===== config.mk =====
export PLATFORM = sky130hd
export DESIGN_NAME = flic_top
export DESIGN_NICKNAME = d
export VERILOG_FILES = /design/src/pkg/flic_pkg.sv /design/src/rtl/flic_ext_req.sv /design/src/rtl/flic_sw_flag.sv /design/src/rtl/flic_top.sv
export SDC_FILE = /design/constraint.sdc
export NUM_CORES = 1
export LEC_CHECK = 0
export ABC_AREA = 0
export ABC_CLOCK_PERIOD_IN_PS = 15290
export BUFFER_PORTS_ARGS = -buffer_cell sky130_fd_sc_hd__buf_2
export CORE_MARGIN = 4
export CORE_UTILIZATION = 56
export CTS_BUF_LIST = sky130_fd_sc_hd__clkbuf_8
export DETAILED_ROUTE_END_ITERATION = 10
export PLACE_DENSITY = 0.9
export SYNTH_ARGS = -nofsm -noshare
export SYNTH_HDL_FRONTEND = slang
export SYNTH_HIERARCHICAL = 1
export SYNTH_SLANG_ARGS = --single-unit
export TNS_END_PERCENT = 1

===== constraint.sdc =====
create_clock -name clk -period 15.29 [get_ports clk]
set_clock_uncertainty 0.15 [all_clocks]
set_input_delay 2.2935 -clock clk [delete_from_list [all_inputs] [get_ports clk]]
set_output_delay 2.2935 -clock clk [all_outputs]
set_load 0.01 [all_outputs]

===== src/pkg/flic_pkg.sv =====
package flic_pkg;
    // number of request sources, in fixed polling order
    localparam int NUM_SRC = 6;
    localparam int LVL_W = 2;
    localparam int NUM_LVL = 4;
    // polling order indices, first is polled first
    localparam int SRC_EXT0 = 0;
    localparam int SRC_TMR0 = 1;
    localparam int SRC_EXT1 = 2;
    localparam int SRC_TMR1 = 3;
    localparam int SRC_SER = 4;
    localparam int SRC_TMR2 = 5;
    // vector addresses per source
    localparam logic [15:0] VEC_EXT0 = 16'h0003;
    localparam logic [15:0] VEC_TMR0 = 16'h000B;
    localparam logic [15:0] VEC_EXT1 = 16'h0013;
    localparam logic [15:0] VEC_TMR1 = 16'h001B;
    localparam logic [15:0] VEC_SER = 16'h0023;
    localparam logic [15:0] VEC_TMR2 = 16'h002B;
    // machine cycle length in clocks and sample phase within it
    localparam int MC_CLKS = 12;
    localparam int SAMPLE_PHASE_IDX = 9;
    // highest level, never preempted
    localparam logic [1:0] TOP_LVL = 2'h3;

    // core status for the current machine cycle
    typedef struct packed {
        logic last_cycle;       // final cycle of the instruction in progress
        logic block_instr;      // handler return or enable/priority write in progress
        logic handler_exit;     // handler return completes (one pulse)
    } flic_core_t;

    // vectored call request to the core
    typedef struct packed {
        logic valid;
        logic [2:0] src;
        logic [15:0] addr;
        logic [1:0] level;
    } flic_call_t;
endpackage : flic_pkg


===== src/rtl/flic_ext_req.sv =====
`timescale 1ns/1ps
`default_nettype none
// one external request: pin sync, level or falling-transition flag
module flic_ext_req
    import flic_pkg::*;
(
    input wire logic clk,
    input wire logic rst,
    input wire logic request_pin_n,
    input wire logic edge_select,
    input wire logic sample_phase,
    input wire logic vec_clear,
    input wire logic sw_set,
    input wire logic sw_clr,
    output logic request_flag
);
    logic sync1_q; // first stage, read only by second
    logic sync2_q;
    logic prev_q; // last sampled pin level
    logic flag_q;

    // two-stage synchroniser for the asynchronous pin
    always_ff @(posedge clk)
    begin
        if (rst)
        begin
            sync1_q <= 1'b1;
            sync2_q <= 1'b1;
        end
        else
        begin
            sync1_q <= request_pin_n;
            sync2_q <= sync1_q;
        end
    end

    // flag update, sampled once per machine cycle
    always_ff @(posedge clk)
    begin
        if (rst)
        begin
            prev_q <= 1'b1;
            flag_q <= 1'b0;
        end
        else
        begin
            if (sample_phase)
                prev_q <= sync2_q;
            if (!edge_select && sample_phase)
                // level mode: flag mirrors the inverted pin at each sample
                flag_q <= !sync2_q;
            else if (edge_select && sample_phase && prev_q && !sync2_q)
                flag_q <= 1'b1; // high then low sample sets it, set wins
            else if (sw_set)
                flag_q <= 1'b1; // software raise; in level mode it lasts until the next sample
            else if (sw_clr || vec_clear)
                flag_q <= 1'b0; // cleared on vectoring only in edge mode
        end
    end

    assign request_flag = flag_q;
endmodule // flic_ext_req
`default_nettype wire


===== src/rtl/flic_sw_flag.sv =====
`timescale 1ns/1ps
`default_nettype none
// generic sticky flag: hardware set, software set/clear, vector clear
module flic_sw_flag
(
    input wire logic clk,
    input wire logic rst,
    input wire logic hw_set,
    input wire logic sw_set,
    input wire logic sw_clr,
    input wire logic vec_clear,
    output logic flag
);
    logic flag_q;

    // a set in the same cycle as any clear wins so no event is lost
    always_ff @(posedge clk)
    begin
        if (rst)
            flag_q <= 1'b0;
        else if (hw_set || sw_set)
            flag_q <= 1'b1;
        else if (sw_clr || vec_clear)
            flag_q <= 1'b0;
    end

    assign flag = flag_q;
endmodule // flic_sw_flag
`default_nettype wire


===== src/rtl/flic_top.sv =====
// Overview of operation
// - six sources: two pins, three timers, serial
// - each pin selects level or transition mode
// - transition flags cleared when vectored to
// - level flag follows pin, not cleared on vectoring
// - timer 0/1 flags cleared on vectoring
// - serial request ORs rx/tx, never cleared
// - software set/clear equals hardware set/clear
// - per-source enables plus global disable
// - level from low and high priority bits
// - preempt only by strictly higher level
// - higher level wins in same poll
// - fixed order breaks ties within level
// - sample each cycle, poll at end of same cycle
// - block on in-service, mid-instruction, special instruction
// - two instructions run after blocking instruction
// - no memory of blocked requests
// - call pushes pc, not flags, loads vector
// - handler return clears current level in-service
// - plain return leaves in-service set
// - late higher request vectored before lower handler
// - level is high bit over low bit
// - low level or high-then-low sample requests
`timescale 1ns/1ps
`default_nettype none
module flic_top
    import flic_pkg::*;
#(
    parameter int MC_LEN = MC_CLKS // clocks per machine cycle
)
(
    input wire logic clk,
    input wire logic rst,
    // external request pins, active low, asynchronous
    input wire logic ext0_request_pin_n,
    input wire logic ext1_request_pin_n,
    // timer control bits selecting transition mode
    input wire logic ext0_edge_select,
    input wire logic ext1_edge_select,
    // rollover pulses from timers 0 and 1, and the timer 2 flags
    input wire logic timer0_rollover,
    input wire logic timer1_rollover,
    input wire logic timer2_overflow_flag,
    input wire logic timer2_external_flag,
    // serial done flags, kept and cleared by the serial port
    input wire logic rx_done_flag,
    input wire logic tx_done_flag,
    // software set/clear strobes for the four owned flags, order ext0,tmr0,ext1,tmr1
    input wire logic [3:0] flag_sw_set,
    input wire logic [3:0] flag_sw_clr,
    // enable and priority register contents
    input wire logic global_irq_enable,
    input wire logic [NUM_SRC-1:0] source_enable_reg,
    input wire logic [NUM_SRC-1:0] priority_low_reg,
    input wire logic [NUM_SRC-1:0] priority_high_reg,
    // core status in, call request and status out
    input wire flic_core_t core_status,
    output flic_call_t hw_vector_call,
    output logic machine_cycle_strobe,
    output logic [NUM_LVL-1:0] in_service,
    output logic [3:0] owned_flags
);
    logic [$clog2(MC_LEN)-1:0] phase_q; // clock within machine cycle, sized by the parameter
    logic sample_phase; // one-cycle pulse at the sample point
    logic cycle_end; // last clock of a machine cycle
    logic ext0_request_flag;
    logic ext1_request_flag;
    logic timer0_overflow_flag;
    logic timer1_overflow_flag;
    logic [NUM_SRC-1:0] vec_clr; // per-source clear on vectoring
    logic [NUM_SRC-1:0] req_now; // live request flags
    logic [NUM_SRC-1:0] sampled_q; // flags latched at the sample point
    logic [NUM_SRC-1:0] pend; // enabled sampled requests
    logic [LVL_W-1:0] lvl [NUM_SRC]; // level of each source
    logic found;
    logic [2:0] win_src;
    logic [LVL_W-1:0] win_lvl;
    logic [NUM_LVL-1:0] svc_q; // in-service bit per level
    logic [LVL_W-1:0] cur_lvl; // highest level in service
    logic any_svc;
    logic hold_q; // a blocking instruction just finished
    logic fire;
    flic_call_t call_q;
    logic [15:0] vec_addr;

    // machine cycle divider, one enable pulse per phase event
    always_ff @(posedge clk)
    begin
        if (rst)
            phase_q <= '0;
        else if (cycle_end)
            phase_q <= '0;
        else
            phase_q <= phase_q + 1'b1;
    end

    assign cycle_end = (phase_q == ($clog2(MC_LEN))'(MC_LEN - 1));
    assign sample_phase = (phase_q == ($clog2(MC_LEN))'(SAMPLE_PHASE_IDX));
    assign machine_cycle_strobe = cycle_end;

    // external request flag cells
    flic_ext_req u_ext0 (
        .clk(clk),
        .rst(rst),
        .request_pin_n(ext0_request_pin_n),
        .edge_select(ext0_edge_select),
        .sample_phase(sample_phase),
        .vec_clear(vec_clr[SRC_EXT0] & ext0_edge_select),
        .sw_set(flag_sw_set[0]),
        .sw_clr(flag_sw_clr[0]),
        .request_flag(ext0_request_flag)
    );

    flic_ext_req u_ext1 (
        .clk(clk),
        .rst(rst),
        .request_pin_n(ext1_request_pin_n),
        .edge_select(ext1_edge_select),
        .sample_phase(sample_phase),
        .vec_clear(vec_clr[SRC_EXT1] & ext1_edge_select),
        .sw_set(flag_sw_set[2]),
        .sw_clr(flag_sw_clr[2]),
        .request_flag(ext1_request_flag)
    );

    // timer 0 and 1 flags, cleared by the vectored call
    flic_sw_flag u_tf0 (
        .clk(clk),
        .rst(rst),
        .hw_set(timer0_rollover),
        .sw_set(flag_sw_set[1]),
        .sw_clr(flag_sw_clr[1]),
        .vec_clear(vec_clr[SRC_TMR0]),
        .flag(timer0_overflow_flag)
    );

    flic_sw_flag u_tf1 (
        .clk(clk),
        .rst(rst),
        .hw_set(timer1_rollover),
        .sw_set(flag_sw_set[3]),
        .sw_clr(flag_sw_clr[3]),
        .vec_clear(vec_clr[SRC_TMR1]),
        .flag(timer1_overflow_flag)
    );

    assign owned_flags = {timer1_overflow_flag, ext1_request_flag,
                          timer0_overflow_flag, ext0_request_flag};

    // six sources in polling order
    always_comb
    begin
        req_now = '0;
        req_now[SRC_EXT0] = ext0_request_flag;
        req_now[SRC_TMR0] = timer0_overflow_flag;
        req_now[SRC_EXT1] = ext1_request_flag;
        req_now[SRC_TMR1] = timer1_overflow_flag;
        req_now[SRC_SER] = rx_done_flag | tx_done_flag; // never cleared here
        req_now[SRC_TMR2] = timer2_overflow_flag | timer2_external_flag;
    end

    // sample all flags once per machine cycle; no history kept beyond this
    always_ff @(posedge clk)
    begin
        if (rst)
            sampled_q <= '0;
        else if (sample_phase)
            sampled_q <= req_now;
    end

    // per-source level and enable gating
    genvar gi;
    generate
        for (gi = 0; gi < NUM_SRC; gi++)
        begin : g_src
            assign lvl[gi] = {priority_high_reg[gi], priority_low_reg[gi]};
            assign pend[gi] = sampled_q[gi] & source_enable_reg[gi] & global_irq_enable;
        end
    endgenerate

    // pick highest level, then first in polling order
    always_comb
    begin
        found = 1'b0;
        win_src = '0;
        win_lvl = '0;
        for (int i = 0; i < NUM_SRC; i++)
        begin
            // strict compare keeps the earlier source on a tie
            if (pend[i] && (!found || lvl[i] > win_lvl))
            begin
                found = 1'b1;
                win_src = 3'(i);
                win_lvl = lvl[i];
            end
        end
    end

    // highest level currently in service
    always_comb
    begin
        any_svc = |svc_q;
        cur_lvl = '0;
        for (int l = 0; l < NUM_LVL; l++)
        begin
            if (svc_q[l])
                cur_lvl = LVL_W'(l);
        end
    end

    // a blocking instruction delays vectoring past the next instruction
    always_ff @(posedge clk)
    begin
        if (rst)
            hold_q <= 1'b0;
        else if (cycle_end && core_status.last_cycle)
            hold_q <= core_status.block_instr;
    end

    // poll at the end of the same machine cycle in which sampling happened
    // level 3 in service can never be exceeded, so it is never preempted
    assign fire = cycle_end && found && core_status.last_cycle
                  && !core_status.block_instr && !hold_q
                  && (!any_svc || win_lvl > cur_lvl);

    // request clear per source on the call cycle; serial and timer 2 never
    always_comb
    begin
        vec_clr = '0;
        if (fire && (win_src == 3'(SRC_EXT0) || win_src == 3'(SRC_TMR0) ||
                     win_src == 3'(SRC_EXT1) || win_src == 3'(SRC_TMR1)))
            vec_clr[win_src] = 1'b1;
    end

    // vector address by source
    always_comb
    begin
        case (win_src)
            3'(SRC_EXT0): vec_addr = VEC_EXT0;
            3'(SRC_TMR0): vec_addr = VEC_TMR0;
            3'(SRC_EXT1): vec_addr = VEC_EXT1;
            3'(SRC_TMR1): vec_addr = VEC_TMR1;
            3'(SRC_SER): vec_addr = VEC_SER;
            default: vec_addr = VEC_TMR2;
        endcase
    end

    // call request, one cycle pulse; core pushes pc only, not its flags word
    // a higher request sampled meanwhile fires at the next poll, ahead of the handler
    always_ff @(posedge clk)
    begin
        if (rst)
            call_q <= '0;
        else
        begin
            call_q.valid <= fire;
            if (fire)
            begin
                call_q.src <= win_src;
                call_q.addr <= vec_addr;
                call_q.level <= win_lvl;
            end
        end
    end

    assign hw_vector_call = call_q;

    // in-service bits: set by the call, cleared by handler return only
    always_ff @(posedge clk)
    begin
        if (rst)
            svc_q <= '0;
        else
        begin
            if (core_status.handler_exit && any_svc)
                svc_q[cur_lvl] <= 1'b0; // plain return has no input here
            if (fire)
                svc_q[win_lvl] <= 1'b1; // set wins over a same-cycle clear
        end
    end

    assign in_service = svc_q;
endmodule // flic_top
`default_nettype wire


==> results.cfg, run 1 <==
[outcome]
status = completed

[setup_path]
crit_start = global_irq_enable
required_ns = 15.35
crit_path_start_kind = input pin
cp_slowest_cell = a211oi_4
cpMostUsedCell = ha_1
critPathKind = input pin to register
path_max_fanout = 17
reg2reg_from = sampled_q[0]$_SDFFE_PP0P_
critPathMaxStageDelay_ns = 0.40
r2r_slack_ns = 6.61
critPathArrivalTime_ns = 10.57
r2r_cells = 42
crit_path_end_kind = register

[clock_network]
cts-root-buf = clkbuf_8
clkLatencyLatePin_ns = 0.29
cts_tree = built
cts.htree.levels = 2
hold_buffers = 0
cts_resized = 0
clkTransAtPathRegs_ns = 0.07
cts_buffers = 5
clock-sinks = 35
post-cts-setup-buffers = 0
ctsLongestPathBuffers = 2

[die]
start_util = 0.599
io_pins = 73
std_cell_rows = 21
core_um2 = 3440
dieHeight_um = 68.7
die_area_um2 = 4710
die_w_um = 68.7

[sta]
finalMaxSlewViolations = 0
rsz0062_at_grt = false
post-route-period-util = 0.687
holdWs_ns = 0.269
fmax_ghz = 0.0952
setup_viol = 0
hold_viol_final = 0
slew_headroom = 0.622
tightest_slew_ns = 0.567
fin_tns_setup_ns = 0
period_minus_slack_ns = 10.51

[routing]
routed_wirelength_um = 4470
drtIter0Drc = 102
via_per_inst = 5.25
vias = 1883
drc = 0
wl_per_cell_um = 12.4
drt_first_pass_iters = 4
detail-route-antenna-nets = 0

[final_layout]
fin_util = 0.702
fill_cells = 309
drive_above_1_share = 0.275
final_common_cell = buf_2
final_net_count = 368
area_growth_pct = 17.3
num_antenna_cells = 0
final_cell_mix = buf_2 (61), dfxtp_1 (35), nor2_1 (26), nand2_1 (25), a21oi_1 (20)
final_area_um2 = 2420

[global_route]
grt_antenna_before_repair = 0
grt_pass1_wl_um = 7370
grt_pass1_vias = 1754
gr-usage-all-layers = 0.209
grt_max_degree = 35
overflow = 0

[yosys]
synth_area_per_cell_um2 = 8.18
seq_area_frac_synth = 0.340
synth_cell_types = 55
synth-edff-count = 0
netlist.area_leader.share = 0.340
synth_ff_type = dfxtp_1
async_flop_share = 0
ys.warnings.count = 6
synth_top_cells_by_area = dfxtp_1 (34%), ha_1 (8.5%), buf_4 (5.8%)
netlist_area_um2 = 2060
yosys.area.top_type = dfxtp_1
synth_seq_cells = 35
synthCells = 252

[pwr]
vdd_drop_max_uv = 66.1
p_comb_frac = 0.105
p_int_mw = 0.132
p_total_mw = 0.174
power_frac_clock = 0.354
switching_power_mw = 0.0423
sequentialPowerShare = 0.541
p_per_area_nw_per_um2 = 72.2
switching_share = 0.243
power.leakage_nw = 1.16

[placed_design]
hpwl_um = 3510
gp_congestion = 0.788
place.port_buffers = 61
placed_area_um2 = 2340

[flow_run]
cap_violations = 0

[min_path]
hold_path_class = register to register
hp-start = u_ext0/sync1_q$_SDFF_PP1_
hold_depth = 1
[stage by stage]
step                setup slack, ns  instances
floorplan                      5.66        262
global placement               4.74        351
detailed placement             4.55        351
CTS                            4.83        359
global route                   4.15        359
finish                         4.78        359
[final timing paths]
kind / endpoint
max: u_tf0/flag$_SDFFE_PP0P_
min: u_ext0/sync2_q$_SDFF_PP1_
max reg2reg: u_tf0/flag$_SDFFE_PP0P_
min reg2reg: u_ext0/sync2_q$_SDFF_PP1_
[power by group through the flow]
stage	registers (mW)	clock network (mW)	logic (mW)
after floorplan	0.0960	0	0.0124
after global placement	0.0962	0	0.0177
after detailed placement	0.0964	0	0.0182
after CTS	0.0943	0.0634	0.0183
after global routing	0.0945	0.0685	0.0208
final	0.0944	0.0618	0.0183
[layer usage]
layer / vias up / wire length (µm) / track usage
li1: 970 / - / -
met1: 855 / 2000 / 0.255
met2: 52 / 2080 / 0.358
met3: 6 / 343 / 0.0583
met4: 0 / 47 / 0.0596
met5: - / 0 / 0
[worst max-delay path, delay by kind of cell]
family	cells	cell delay, ns
AOI/OAI and AO/OA	20	3.78
and+or+nand+nor	13	2.26
adders and majority gates	6	1.69
buffers and inverters	4	0.54
[cell families (layout without fill, tap and decap cells)]
| group | count (synthesis) | in the layout | share of synthesized area |
|---|---|---|---|
| AOI/OAI and AO/OA | 62 | 62 | 0.218 |
| xor gates and xnor gates | 1 | 1 | 0.00425 |
| adders and majority gates | 14 | 14 | 0.0850 |
| buffers and inverters | 37 | 88 | 0.0971 |
| DFF | 35 | 35 | 0.340 |
| muxes | 1 | 1 | 0.00486 |
| other | 1 | 11 | 0.00182 |
| and+or+nand+nor | 101 | 101 | 0.249 |
[cells in the mapped netlist (2+ instances only)]
library cell and count:
dfxtp_1 35, nor2_1 26, nand2_1 25, a21oi_1 20, inv_1 17, buf_4 16, ha_1 14, nor2b_1 9
nor3_1 9, o21ai_0 6, nand2b_1 5, nand3_1 5, o21a_1 5, or2_2 5, a22oi_1 3, and2b_1 3
a211oi_1 2, a21o_1 2, a2bb2oi_1 2, and2_1 2, clkbuf_1 2, nor3b_1 2, o21ai_1 2, o21bai_1 2
o2bb2ai_1 2, or3b_1 2
[final cells by class]
cell class	instances	area, µm²	area share
Clock buffer	5	68.8	0.0285
Clock inverter	3	12.5	0.00518
Inverter	18	67.6	0.0280
Multi-Input combinational cell	190	1200	0.495
Sequential cell	35	701	0.290
Tap cell	46	57.6	0.0238
Timing Repair Buffer	62	313	0.129
[flip-flops by register name (all words and copies together), names as in the netlist]
register	cells
u_ext1/request_flag	1
u_ext1/prev_q	1
hold_q	1
u_ext1/sync2_q	1
sampled_q	6
in_service	4
hw_vector_call	10
u_ext0/request_flag	1
u_tf0/flag	1
u_ext0/sync2_q	1
phase_q	4
u_ext0/prev_q	1
u_tf1/flag	1
u_ext1/sync1_q	1
u_ext0/sync1_q	1
No activity file was read; power rests on OpenSTA's default activity.
==> run 2: changes to the inputs <==
ABC_CLOCK_PERIOD_IN_PS = 9850   (was 15290)
CORE_UTILIZATION = 52   (was 56)
PLACE_DENSITY = 0.85   (was 0.9)
clock period = 9.85 ns   (was 15.29 ns; I/O delays follow)
==> results.cfg, run 2 (synthesis gave the netlist of run 1 again) <==
[routing]
wl_per_cell_um = 13.0
vias = 1954
detail-route-antenna-nets = 0
drtIter0Drc = 89
drt_first_pass_iters = 4
via_per_inst = 5.31
drc = 0
routed_wirelength_um = 4800

[sta]
period_minus_slack_ns = 9.25
tightest_slew_ns = 0.559
hold_viol_final = 0
setup_viol = 0
fin_tns_setup_ns = 0
post-route-period-util = 0.939
fmax_ghz = 0.108
holdWs_ns = 0.278
slew_headroom = 0.628
setup_ws_ns = 0.600
finalMaxSlewViolations = 0

[pwr]
p_per_area_nw_per_um2 = 108
power_frac_clock = 0.351
switching_share = 0.239
vdd_drop_max_uv = 117
switching_power_mw = 0.0646
p_comb_frac = 0.107
sequentialPowerShare = 0.542
power.leakage_nw = 1.19
p_int_mw = 0.206

[placed_design]
post-place-ws_ns = 0.0577
place.port_buffers = 61
hpwl_um = 3560
gp_congestion = 0.841

[setup_path]
crit_path_start_kind = input pin
cpMostUsedCell = ha_1
critPathMaxStageDelay_ns = 0.37
cp_slowest_cell = or3b_1
critPathKind = input pin to register
critPathArrivalTime_ns = 9.31
required_ns = 9.91
path_max_fanout = 8
crit_path_end_kind = register

[die]
io_pins = 73
start_util = 0.550
die_w_um = 71.0
std_cell_rows = 22
die_area_um2 = 5030
dieHeight_um = 71.0
core_um2 = 3740

[min_path]
hold_path_class = register to register

[final_layout]
regArea_um2 = 701
final_cell_mix = buf_2 (61), dfxtp_1 (35), nor2_1 (26), nand2_1 (25), a21oi_1 (20)
drive_above_1_share = 0.303
final_common_cell = buf_2
fill_cells = 342
largest_register_ffs = 10
multi_input_area_um2 = 1220
final_net_count = 375
area_growth_pct = 21.0
num_antenna_cells = 0

[clock_network]
cts_buffers = 5
cts_tree = built
clock-sinks = 35
cts.htree.levels = 2
clkTransAtPathRegs_ns = 0.07
clkLatencyLatePin_ns = 0.28
cts-root-buf = clkbuf_8
hold_buffers = 0
ctsLongestPathBuffers = 2

[global_route]
gr-usage-all-layers = 0.182
grt_pass1_vias = 1752
overflow = 0
grt_antenna_before_repair = 0
grt_pass1_wl_um = 7420
grt_max_degree = 35

[outcome]
status = completed

[flow_run]
cap_violations = 0
-- run 2: final cells by class --
cell class / count / area share
Clock inverter: 3 / 0.00502
Timing Repair Buffer: 69 / 0.147
Clock buffer: 5 / 0.0276
Sequential cell: 35 / 0.281
Tap cell: 48 / 0.0241
Multi-Input combinational cell: 190 / 0.489
Inverter: 18 / 0.0271
-- run 2: metal layers --
layer | wire length (µm) | global-route usage
met5 | 0 | 0
met4 | 103 | 0.0752
met3 | 354 | 0.0298
met2 | 2300 | 0.312
met1 | 2040 | 0.224
-- run 2: power groups by stage --
stage	Sequential [mW]	Clock (mW)	Combinational, mW
3_5_place_dp	0.149	0	0.0280
2_1_floorplan	0.149	0	0.0193
4_1_cts	0.146	0.0985	0.0282
6_report	0.146	0.0948	0.0289
5_1_grt	0.147	0.104	0.0328
3_3_place_gp	0.149	0	0.0274
-- run 2: worst max-delay path: cells and delay by family --
kind            cells  cell delay, ns
simple gates       11            2.14
buf+inv             5            0.61
compound gates     21            3.34
fa+ha+maj           6            1.73
-- run 2: path summary, 6_finish.rpt --
path | start | endpoint | slack, ns | cells past startpoint
hold reg to reg | u_ext0/sync1_q$_SDFF_PP1_ | u_ext0/sync2_q$_SDFF_PP1_ | 0.28 | 1
hold / removal | u_ext0/sync1_q$_SDFF_PP1_ | u_ext0/sync2_q$_SDFF_PP1_ | 0.28 | 1
setup / recovery | global_irq_enable | u_tf0/flag$_SDFFE_PP0P_ | 0.60 | 43
setup reg to reg | sampled_q[0]$_SDFFE_PP0P_ | u_tf0/flag$_SDFFE_PP0P_ | 1.61 | 42
-- run 2: what timing repair did --
item,in CTS,in global routing
gates resized for setup,0,5
endpoints found under the setup margin,0,14
buffers inserted,0,7
endpoints found under the hold margin,0,0
-- run 2: stage by stage --
stage / cells / instance area (µm²) / util / power [mW]
finish: 368 / 2490 / 0.666 / 0.270
detailed placement: 353 / 2340 / 0.625 / 0.177
CTS: 361 / 2420 / 0.646 / 0.273
global route: 368 / 2490 / 0.666 / 0.283
floorplan: 262 / 2100 / - / 0.168
global placement: 353 / 2340 / 0.625 / 0.177
==> run 3: changes to the inputs <==
PLACE_DENSITY = 0.84   (was 0.85)
SYNTH_HIERARCHICAL = not set   (was 1)
==> results.cfg, run 3 <==
[outcome]
status = completed

[final_layout]
num_antenna_cells = 0
final_net_count = 369
largest_register_ffs = 10
final_common_cell = buf_2
area_growth_pct = 16.7
final_cells = 363
drive_above_1_share = 0.310
final_cell_mix = buf_2 (61), dfxtp_1 (35), nand2_1 (31), inv_1 (20)

[setup_path]
required_ns = 9.87
cp_slowest_cell = o2111a_1
crit_end = hw_vector_call[5]$_SDFFE_PP0N_
r2r_end = hw_vector_call[5]$_SDFFE_PP0N_
crit_start = source_enable_reg[0]
r2r_slack_ns = 1.73
cpMostUsedCell = nor2b_1
path_max_fanout = 9
reg2reg_from = sampled_q[0]$_SDFFE_PP0N_
crit_path_start_kind = input pin
critPathKind = input pin to register
crit_path_end_kind = register
critPathArrivalTime_ns = 9.03
r2r_cells = 40
critPathMaxStageDelay_ns = 0.42

[yosys]
ys.warnings.count = 0
netlist_area_um2 = 2140
synth_area_per_cell_um2 = 8.33
synth-edff-count = 0
synth_cell_types = 59
yosys.cell_count.top_type = dfxtp_1
synth_top_cells_by_area = dfxtp_1 (33%), ha_1 (8.2%), buf_4 (5.6%)
synth_commonest_cells = dfxtp_1 (35), nand2_1 (31), inv_1 (20)
seq_area_frac_synth = 0.327
synthCells = 257
netlist.area_leader.share = 0.327
async_flop_share = 0
synth_ff_type = dfxtp_1
synth_seq_cells = 35
yosys.area.top_type = dfxtp_1

[routing]
vias = 1890
drt_first_pass_iters = 4
wl_met2_um = 2230
detail-route-antenna-nets = 0
drc = 0
routed-wl-met3_um = 304
drtIter0Drc = 83
via_per_inst = 5.21
wl_per_cell_um = 13.2
routed_wirelength_um = 4790
routed.top_layer = met4
wl_met1_um = 2170

[clock_network]
cts-root-buf = clkbuf_8
clkLatencyLatePin_ns = 0.28
cts.htree.levels = 2
cts_resized = 0
clock-sinks = 35
clkTransAtPathRegs_ns = 0.07
ctsLongestPathBuffers = 2
hold_buffers = 0
cts_tree = built
post-cts-setup-buffers = 0
cts_buffers = 5

[sta]
fin_tns_setup_ns = 0
holdWs_ns = 0.257
fmax_ghz = 0.111
setup_viol = 0
slew_headroom = 0.557
period_minus_slack_ns = 9.01
post-route-period-util = 0.914
rsz0062_at_grt = false
hold_viol_final = 0
setup_ws_ns = 0.843
tightest_slew_ns = 0.664
finalMaxSlewViolations = 0

[pwr]
power.leakage_nw = 1.21
p_per_area_nw_per_um2 = 111
vdd_drop_max_uv = 92.7

[die]
std_cell_rows = 23
io_pins = 73
dieHeight_um = 72.2
die_w_um = 72.2
start_util = 0.536
core_um2 = 4000
die_area_um2 = 5210

[placed_design]
hpwl_um = 3840
dpl.cell_count = 356
place.port_buffers = 61
post-place-ws_ns = 0.533
gp_congestion = 0.883

[global_route]
overflow = 0
grt_pass1_wl_um = 8200
grt_pass1_vias = 1830
gr-usage-all-layers = 0.197
grt_max_degree = 27
grt_antenna_before_repair = 0

[min_path]
hold_path_class = register to register

[flow_run]
cap_violations = 0
==> run 3: changes by cell type after synthesis, sizes merged, moves of 3 or more <==
cell     previous run  this run
a21oi              21        18
clkbuf              2         5
a2bb2oi             3         0
o211ai              1         5
o21ai               9        13
inv                18        22
and2b               3         0
nand2              25        31
nor2               26        17
==> run 3: logic make-up after synthesis <==
kind of cell / Yosys count / share of synthesized area
XOR/XNOR: 1 / 0.00409
flip-flops: 35 / 0.327
other: 1 / 0.00175
buffers and inverters: 45 / 0.109
multiplexers: 3 / 0.0164
AO/OA/AOI/OAI: 68 / 0.251
AND/OR/NAND/NOR: 90 / 0.209
adder cells (fa/ha/maj): 14 / 0.0818
==> run 3: worst max-delay path: cells and delay by family <==
kind / cells / cell delay (ns)
simple gates: 11 / 1.52
compound gates: 18 / 3.53
mux: 1 / 0.23
buf+inv: 5 / 0.56
fa+ha+maj: 6 / 1.71
==> run 3: cell type report <==
cell class / instances / area, µm²
clock buffer: 6 / 82.6
tap: 50 / 62.6
multi-input combinational: 187 / 1250
sequential: 35 / 701
fill: 352 / 1500
clock inverter: 1 / 5.00
inverter: 22 / 85.1
timing repair buffer: 62 / 313
==> run 3: layer usage <==
metal / global-route usage / vias to the layer above
li1: - / 974
met4: 0.0793 / 0
met5: 0 / -
met2: 0.309 / 63
met1: 0.268 / 844
met3: 0.0346 / 9
==> run 3: worst min-delay path by stage <==
stage	end	slack, ns	cells after the start	startpoint
after floorplan	u_ext0.sync2_q$_SDFF_PP1_	0.24	1	u_ext0.sync1_q$_SDFF_PP1_
after global placement	u_ext0.sync2_q$_SDFF_PP1_	0.24	1	u_ext0.sync1_q$_SDFF_PP1_
after detailed placement	u_ext0.sync2_q$_SDFF_PP1_	0.24	1	u_ext0.sync1_q$_SDFF_PP1_
after CTS	u_ext0.sync2_q$_SDFF_PP1_	0.26	1	u_ext0.sync1_q$_SDFF_PP1_
after global routing	u_ext1.sync2_q$_SDFF_PP1_	0.27	1	u_ext1.sync1_q$_SDFF_PP1_
final	u_ext0.sync2_q$_SDFF_PP1_	0.26	1	u_ext0.sync1_q$_SDFF_PP1_
==> run 3: report_power, final <==
group	total [mW]	leakage, nW	internal (mW)	switching (mW)
registers	0.147	0.285	0.144	0.00210
clock network	0.103	0.0470	0.0548	0.0479
logic	0.0292	0.878	0.0127	0.0165
==> run 3: metrics by stage <==
step | utilization | total power [mW] | instance area (µm²)
after floorplan | - | 0.169 | 2180
after global placement | 0.602 | 0.178 | 2410
after detailed placement | 0.602 | 0.179 | 2410
after CTS | 0.624 | 0.280 | 2490
after global routing | 0.625 | 0.290 | 2500
final | 0.625 | 0.278 | 2500
